[src/design/cem_map.vh]
/*
 * constants for the coherent exclusive monitor: transaction kinds,
 * line states, response codes and shareability codes.
 * assumes inclusion by bare name from the design files.
 */
`ifndef CEM_MAP_VH
`define CEM_MAP_VH

// ----------------------------------------------------------------
// transaction kinds on the request output
// ----------------------------------------------------------------
`define CEM_TXN_W 3
`define CEM_TXN_READ_CLEAN 3'h0
`define CEM_TXN_READ_SHARED 3'h1
`define CEM_TXN_READ_NSD 3'h2
`define CEM_TXN_READ_UNIQUE 3'h3
`define CEM_TXN_CLEAN_UNIQUE 3'h4
`define CEM_TXN_READ_NOSNOOP 3'h5
`define CEM_TXN_WRITE_NOSNOOP 3'h6

// ----------------------------------------------------------------
// cache line state as seen by the monitor
// ----------------------------------------------------------------
`define CEM_LINE_INVALID 2'h0
`define CEM_LINE_SHARED 2'h1
`define CEM_LINE_UNIQUE 2'h2

// ----------------------------------------------------------------
// response codes
// ----------------------------------------------------------------
`define CEM_RESP_OKAY 2'h0
`define CEM_RESP_EXOKAY 2'h1

// ----------------------------------------------------------------
// shareability domain codes
// ----------------------------------------------------------------
`define CEM_DOM_NONSHARE 2'h0
`define CEM_DOM_INNER 2'h1
`define CEM_DOM_OUTER 2'h2
`define CEM_DOM_SYSTEM 2'h3

// ----------------------------------------------------------------
// operation codes on the core request port
// ----------------------------------------------------------------
`define CEM_OP_LOAD 2'h0
`define CEM_OP_STORE 2'h1
`define CEM_OP_ATOMIC 2'h2
`define CEM_OP_ABANDON 2'h3

// ----------------------------------------------------------------
// result codes
// ----------------------------------------------------------------
`define CEM_RES_PASS 2'h0
`define CEM_RES_FAIL 2'h1
`define CEM_RES_RESTART 2'h2

`endif

[src/design/cem_addr_match.v]
/*
 * line address compare helper for the monitor.
 * assumes addresses are synchronous to ref_clk_i.
 */
`timescale 1ns/1ps
`default_nettype none
module cem_addr_match #(
    parameter AW = 32,
    parameter LINE_BITS = 6
) (
    input wire [AW-1:0] a_i,
    input wire [AW-1:0] b_i,
    output wire match_o
);
    // --------------------------------------------------------------
    // compare only the line part of the address
    // --------------------------------------------------------------
    assign match_o = (a_i[AW-1:LINE_BITS] == b_i[AW-1:LINE_BITS]);
endmodule
`default_nettype wire

[src/design/cem_snoop_filter.v]
/*
 * classifies an incoming snoop: does it let another master store
 * to the watched line, i.e. does it invalidate our copy.
 * assumes snoop signals are one-cycle valid pulses on ref_clk_i.
 */
`timescale 1ns/1ps
`default_nettype none
module cem_snoop_filter #(
    parameter AW = 32,
    parameter LINE_BITS = 6
) (
    input wire snp_valid_i,
    input wire snp_invalidating_i,
    input wire [AW-1:0] snp_addr_i,
    input wire [AW-1:0] mon_addr_i,
    input wire line_evicted_i,
    input wire [AW-1:0] evict_addr_i,
    output wire kill_o
);
    wire snp_hit;
    wire evict_hit;

    cem_addr_match #(.AW(AW), .LINE_BITS(LINE_BITS)) u_snp_match (
        .a_i(snp_addr_i),
        .b_i(mon_addr_i),
        .match_o(snp_hit)
    );

    cem_addr_match #(.AW(AW), .LINE_BITS(LINE_BITS)) u_evict_match (
        .a_i(evict_addr_i),
        .b_i(mon_addr_i),
        .match_o(evict_hit)
    );

    // --------------------------------------------------------------
    // invalidating snoop or loss of the line kills exclusivity
    // --------------------------------------------------------------
    assign kill_o = (snp_valid_i && snp_invalidating_i && snp_hit) ||
                    (line_evicted_i && evict_hit);
endmodule
`default_nettype wire

[src/design/cem_monitor.v]
/*
 * master-side exclusive access controller: local monitor, choice of
 * coherent transaction for exclusive load and store, and outcome.
 * assumes one outstanding core operation at a time, a bus that takes
 * a request with req_valid_o/req_ready_i and answers once with
 * rsp_valid_i; snoops arrive as one-cycle pulses.
 */
`timescale 1ns/1ps
`default_nettype none
`include "cem_map.vh"

// Functional notes
// - local monitor set by exclusive load
// - invalidating snoop clears the monitor
// - evicted line counts as lost exclusivity
// - fetch only with ReadClean or ReadShared
// - exclusive load carries lock bit high
// - lock bit on load is optional
// - unique line: load completes locally
// - shared line: load transaction optional
// - sequence may be abandoned and restarted
// - monitor watches until the store
// - store fails if others may have stored
// - OKAY store transaction fails the store
// - non/system shareable: plain exclusive behaviour
// - same shareability for all exclusive masters
// - atomic update may use unmarked ReadUnique
// - clear monitor: fail store, no transaction
// - unique and set: pass without transaction
// - shared and set: locked CleanUnique
// - after EXOKAY recheck the monitor
module cem_monitor #(
    parameter AW = 32,
    parameter LINE_BITS = 6,
    parameter LOCK_ON_LOAD = 1,
    parameter LOAD_TXN_SHARED = 1
) (
    input wire ref_clk_i,
    input wire rst_i,
    input wire op_valid_i,
    input wire [1:0] op_code_i,
    input wire [AW-1:0] op_addr_i,
    input wire [1:0] op_domain_i,
    input wire [1:0] line_state_i,
    output reg op_done_o,
    output reg [1:0] op_result_o,
    output reg op_busy_o,
    output reg req_valid_o,
    output reg [2:0] req_txn_o,
    output reg req_lock_o,
    output reg [AW-1:0] req_addr_o,
    input wire req_ready_i,
    input wire rsp_valid_i,
    input wire [1:0] rsp_code_i,
    input wire snp_valid_i,
    input wire snp_invalidating_i,
    input wire [AW-1:0] snp_addr_i,
    input wire line_evicted_i,
    input wire [AW-1:0] evict_addr_i,
    output reg mon_set_o
);
    // --------------------------------------------------------------
    // state encoding
    // --------------------------------------------------------------
    localparam ST_IDLE = 2'h0;
    localparam ST_REQ = 2'h1;
    localparam ST_WAIT = 2'h2;

    reg [1:0] state_ff;
    reg [1:0] nxt_state;
    reg [AW-1:0] mon_addr_ff;
    reg [AW-1:0] nxt_mon_addr;
    reg nxt_mon_set;
    reg [1:0] cur_op_ff;
    reg [1:0] nxt_cur_op;
    reg nxt_done;
    reg [1:0] nxt_result;
    reg nxt_req_valid;
    reg [2:0] nxt_req_txn;
    reg nxt_req_lock;
    reg [AW-1:0] nxt_req_addr;
    wire kill;
    wire op_hit;
    wire coherent;

    // --------------------------------------------------------------
    // helpers
    // --------------------------------------------------------------
    function is_coherent;
        input [1:0] dom;
        begin
            is_coherent = (dom == `CEM_DOM_INNER) || (dom == `CEM_DOM_OUTER);
        end
    endfunction

    cem_snoop_filter #(.AW(AW), .LINE_BITS(LINE_BITS)) u_filter (
        .snp_valid_i(snp_valid_i),
        .snp_invalidating_i(snp_invalidating_i),
        .snp_addr_i(snp_addr_i),
        .mon_addr_i(mon_addr_ff),
        .line_evicted_i(line_evicted_i),
        .evict_addr_i(evict_addr_i),
        .kill_o(kill)
    );

    cem_addr_match #(.AW(AW), .LINE_BITS(LINE_BITS)) u_op_match (
        .a_i(op_addr_i),
        .b_i(mon_addr_ff),
        .match_o(op_hit)
    );

    // every master must use the same domain for one location
    assign coherent = is_coherent(op_domain_i);

    // --------------------------------------------------------------
    // next state
    // --------------------------------------------------------------
    always @* begin
        nxt_state = state_ff;
        nxt_mon_addr = mon_addr_ff;
        nxt_mon_set = mon_set_o;
        nxt_cur_op = cur_op_ff;
        nxt_done = 1'b0;
        nxt_result = op_result_o;
        nxt_req_valid = req_valid_o;
        nxt_req_txn = req_txn_o;
        nxt_req_lock = req_lock_o;
        nxt_req_addr = req_addr_o;
        // monitor keeps watching in every state; snoop/eviction clears it
        if (kill) begin
            nxt_mon_set = 1'b0;
        end
        case (state_ff)
            ST_IDLE: begin
                if (op_valid_i) begin
                    nxt_cur_op = op_code_i;
                    nxt_req_addr = op_addr_i;
                    case (op_code_i)
                        `CEM_OP_LOAD: begin
                            nxt_mon_addr = op_addr_i;
                            nxt_mon_set = 1'b1;
                            if (!coherent) begin
                                // plain exclusive read
                                nxt_req_txn = `CEM_TXN_READ_NOSNOOP;
                                nxt_req_lock = 1'b1;
                                nxt_req_valid = 1'b1;
                                nxt_state = ST_REQ;
                            end else if (line_state_i == `CEM_LINE_UNIQUE ||
                                         line_state_i == `CEM_LINE_SHARED) begin
                                // held already: no bus
                                nxt_done = 1'b1;
                                nxt_result = `CEM_RES_PASS;
                            end else begin
                                nxt_req_txn = (LOAD_TXN_SHARED != 0) ?
                                    `CEM_TXN_READ_SHARED :
                                    `CEM_TXN_READ_CLEAN;
                                nxt_req_lock = (LOCK_ON_LOAD != 0);
                                nxt_req_valid = 1'b1;
                                nxt_state = ST_REQ;
                            end
                        end
                        `CEM_OP_STORE: begin
                            if (!coherent) begin
                                nxt_req_txn = `CEM_TXN_WRITE_NOSNOOP;
                                nxt_req_lock = 1'b1;
                                nxt_req_valid = 1'b1;
                                nxt_state = ST_REQ;
                            end else if (!mon_set_o || kill || !op_hit ||
                                         line_state_i == `CEM_LINE_INVALID) begin
                                nxt_mon_set = 1'b0;
                                nxt_done = 1'b1;
                                nxt_result = `CEM_RES_RESTART;
                            end else if (line_state_i == `CEM_LINE_UNIQUE) begin
                                nxt_done = 1'b1;
                                nxt_result = `CEM_RES_PASS;
                            end else begin
                                nxt_req_txn = `CEM_TXN_CLEAN_UNIQUE;
                                nxt_req_lock = 1'b1;
                                nxt_req_valid = 1'b1;
                                nxt_state = ST_REQ;
                            end
                        end
                        `CEM_OP_ATOMIC: begin
                            nxt_req_txn = `CEM_TXN_READ_UNIQUE;
                            nxt_req_lock = 1'b0;
                            nxt_req_valid = 1'b1;
                            nxt_state = ST_REQ;
                        end
                        default: begin
                            nxt_mon_set = 1'b0;
                            nxt_done = 1'b1;
                            nxt_result = `CEM_RES_PASS;
                        end
                    endcase
                end
            end
            ST_REQ: begin
                if (req_ready_i) begin
                    nxt_req_valid = 1'b0;
                    nxt_state = ST_WAIT;
                end
            end
            ST_WAIT: begin
                if (rsp_valid_i) begin
                    nxt_done = 1'b1;
                    nxt_state = ST_IDLE;
                    nxt_req_lock = 1'b0;
                    if (cur_op_ff == `CEM_OP_STORE &&
                        req_txn_o == `CEM_TXN_CLEAN_UNIQUE) begin
                        if (rsp_code_i == `CEM_RESP_EXOKAY &&
                            mon_set_o && !kill) begin
                            nxt_result = `CEM_RES_PASS;
                        end else begin
                            nxt_mon_set = 1'b0;
                            nxt_result = `CEM_RES_RESTART;
                        end
                    end else if (cur_op_ff == `CEM_OP_STORE) begin
                        nxt_result = (rsp_code_i == `CEM_RESP_EXOKAY) ?
                            `CEM_RES_PASS : `CEM_RES_FAIL;
                        nxt_mon_set = 1'b0;
                    end else begin
                        // load answer: OKAY means no exclusive support
                        nxt_result = (cur_op_ff == `CEM_OP_LOAD &&
                            req_lock_o &&
                            rsp_code_i != `CEM_RESP_EXOKAY) ?
                            `CEM_RES_FAIL : `CEM_RES_PASS;
                    end
                end
            end
            default: begin
                nxt_state = ST_IDLE;
            end
        endcase
    end

    // --------------------------------------------------------------
    // registers
    // --------------------------------------------------------------
    always @(posedge ref_clk_i) begin
        if (rst_i) begin
            state_ff <= ST_IDLE;
            mon_set_o <= 1'b0;
            mon_addr_ff <= {AW{1'b0}};
            cur_op_ff <= `CEM_OP_LOAD;
            op_done_o <= 1'b0;
            op_result_o <= `CEM_RES_PASS;
            op_busy_o <= 1'b0;
            req_valid_o <= 1'b0;
            req_txn_o <= `CEM_TXN_READ_CLEAN;
            req_lock_o <= 1'b0;
            req_addr_o <= {AW{1'b0}};
        end else begin
            state_ff <= nxt_state;
            mon_set_o <= nxt_mon_set;
            mon_addr_ff <= nxt_mon_addr;
            cur_op_ff <= nxt_cur_op;
            op_done_o <= nxt_done;
            op_result_o <= nxt_result;
            op_busy_o <= (nxt_state != ST_IDLE);
            req_valid_o <= nxt_req_valid;
            req_txn_o <= nxt_req_txn;
            req_lock_o <= nxt_req_lock;
            req_addr_o <= nxt_req_addr;
        end
    end
endmodule
`default_nettype wire

[config.mk]
export PLATFORM = sky130hd
export DESIGN_NAME = cem_monitor
export DESIGN_NICKNAME = d
export VERILOG_FILES = /design/src/design/cem_addr_match.v /design/src/design/cem_snoop_filter.v /design/src/design/cem_monitor.v
export VERILOG_INCLUDE_DIRS = /design/src /design/src/design
export SDC_FILE = /design/constraint.sdc
export NUM_CORES = 1
export LEC_CHECK = 0
export BUFFER_PORTS_ARGS = -buffer_cell sky130_fd_sc_hd__clkbuf_2
export CORE_ASPECT_RATIO = 0.6
export CORE_MARGIN = 3
export CORE_UTILIZATION = 45
export CTS_CLUSTER_SIZE = 16
export DETAILED_ROUTE_END_ITERATION = 6
export GPL_ROUTABILITY_DRIVEN = 1
export PLACE_DENSITY = 0.77
export SLEW_MARGIN = 20
export SYNTH_ARGS = -nofsm -noshare
export SYNTH_HDL_FRONTEND = slang
export SYNTH_HIERARCHICAL = 1
export SYNTH_SLANG_ARGS = --single-unit
export TNS_END_PERCENT = 5
[constraint.sdc]
create_clock -name ref_clk_i -period 2.35 [get_ports ref_clk_i]
set_clock_uncertainty 0.05 [all_clocks]
set_input_delay 0.1175 -clock ref_clk_i [delete_from_list [all_inputs] [get_ports ref_clk_i]]
set_output_delay 0.1175 -clock ref_clk_i [all_outputs]
set_load 0.01 [all_outputs]
==> reports/results.tsv <==
metric	value	unit
cts bufs inserted	9	
pwr dens	619	nW/um^2
Reg clk slew, reported paths	0.06	ns
largest net degree at the start of global routing	38	
drt pass-1 iters	4	
WP data required	2.55	ns
Die ar.	9710	sq um
routed wire length per instance	15.5	microns
Synth Instances	472	
CTS tree	built	
core area	8070	sq um
total design power	3.26	mW
GRT Residual Overflow	0	
initial core utilization	0.475	
area grow syn2layout	37.0	%
CP Class	reg -> reg	
Post-route DRC	0	
cell row count	25	
post-layout worst setup margin	-0.219	ns
warnings from Yosys	6	
Vias/cell	5.23	
worst-path fanout max	4	
share of cells above drive strength 1	0.316	
Startpoint Class	flip-flop	
Die X	125	microns
relative slew slack	0.482	
antenna fix cells	0	
Slew Viols, Final	0	
Final Hold Violating Endpoints	0	
initial drt markers	219	
final setup fails	10	
Filler Cell Count	695	
RSZ-0062 raised after global routing	yes	
DP Wirelength	8740	microns
first-pass GRT wire length	18900	microns
vias in the first global route	3904	
Clock Tree Buf Depth	2	
P_leak	2.36	nW
period utilization	1.09	
layout net count	754	
worst reg-to-reg setup slack	-0.22	ns
CTS sink count	72	
MaxCap Viol Count	0	
io pins	154	
gr usage total	0.242	
GPL Wtd Cong	0.949	
# port buffers	141	
Critical Path End Type	flip-flop	
worst path arrival time	2.77	ns
H-tree depth	3	
minimum clock period	2.57	ns
via total after detailed routing	3912	
maximum vdd drop	0.000453	V
CTS Root Cell	clkbuf_16	
syn_area_per_cell	8.13	sq um
status	finished with violations	
Hold WC Path Type	in -> reg	
violated checks	negative setup slack	
area of the mapped netlist	3840	sq um
latest clock arrival within the worst-skew pair	0.33	ns
Least-Margin Pin Slew	0.777	ns
Die Y	77.5	microns
Fmax	0.389	GHz
initial antenna violation count	0	
post-route ant nets	0	
WL final	11600	microns
Synthesized Nets	591	
hold slack	0.00997	ns
[metal layers]
layer | track usage | part of all wire
met5 | 0 | 0
met4 | 0.0714 | 0.019
met3 | 0.0791 | 0.096
met1 | 0.326 | 0.46
met2 | 0.371 | 0.43
[critical path, cell delays in order, from the launching register on]
cell	delay [ns]
dfxtp_2	0.35
xor2_1	0.18
nor4_2	0.33
nand3_1	0.16
nor4_2	0.29
a32o_2	0.21
and2b_2	0.26
nand3b_4	0.10
a2111oi_4	0.06
buf_4	0.18
buf_4	0.13
a211oi_1	0.18
[power breakdown]
part	internal (mW)	switching [mW]	total (mW)
Sequential	1.29	0.0569	1.35
Combinational	0.276	0.330	0.607
Clock	0.816	0.487	1.30
[layout make-up]
type | count | area [sq um] | area share
Inverter | 7 | 26.3 | 0.00500
Timing Repair Buffer | 176 | 1010 | 0.193
Clock buffer | 12 | 236 | 0.0450
Tap cell | 108 | 135 | 0.0257
Clock inverter | 4 | 45.0 | 0.00857
Multi-Input combinational cell | 369 | 2340 | 0.446
Sequential cell | 72 | 1460 | 0.277
[registers in the layout (all words and copies together), names as in the netlist]
register / cells
state_ff: 2
req_lock_o: 1
mon_addr_ff: 26
req_valid_o: 1
op_done_o: 1
cur_op_ff: 2
req_addr_o: 32
op_busy_o: 1
req_txn_o: 3
mon_set_o: 1
op_result_o: 2
[worst paths after layout]
kind,from,endpoint,cells past startpoint
max reg2reg,mon_addr_ff[15],req_txn_o[2],11
max,mon_addr_ff[15],req_txn_o[2],11
min reg2reg,req_addr_o[0],req_addr_o[0],2
min,op_addr_i[13],req_addr_o[13],3
[through the flow]
step                worst slack, ns  setup TNS, ns  instance area [sq um]  std cells   util
floorplan                    0.0125              0                   3840        472      -
CTS                          -0.242          -1.39                   5200        748  0.644
global route                 -0.357          -2.77                   5260        748  0.651
detailed placement           -0.261          -1.82                   4670        711  0.579
finish                       -0.219         -0.984                   5260        748  0.651
global placement             -0.164         -0.876                   4670        711  0.579
[what timing repair did]
action                                  4_1_cts  5_1_grt
setup buffers                                 3        1
resized for setup                            12       14
hold buffers                                 18        0
gates cloned                                  0        0
hold endpoints to repair                     26        0
endpoints found under the setup margin       10       11
pin swaps                                    17       15
[cell usage in the layout, fill, tap and decap left out, types with 2 or more instances in the layout]
cell type        n
clkbuf_2       141
nand2_1        124
a21oi_1         66
dfxtp_1         65
xor2_1          47
xnor2_1         30
dlygate4sd3_1   18
buf_4           17
nor2_1           9
clkbuf_16        9
nand2b_1         8
nand3_1          8
nor4_2           8
inv_1            7
nand4_1          7
ha_1             7
mux2i_1          6
nor4_1           6
dfxtp_2          5
o21ai_0          4
o21a_1           3
nor2b_1          3
clkbuf_1         3
clkinv_2         3
a21oi_2          2
nor3_1           2
a211oi_1         2
a2bb2oi_1        2
nand3b_1         2
dfxtp_4          2
Note: power is estimated with default switching activity, not from simulation.
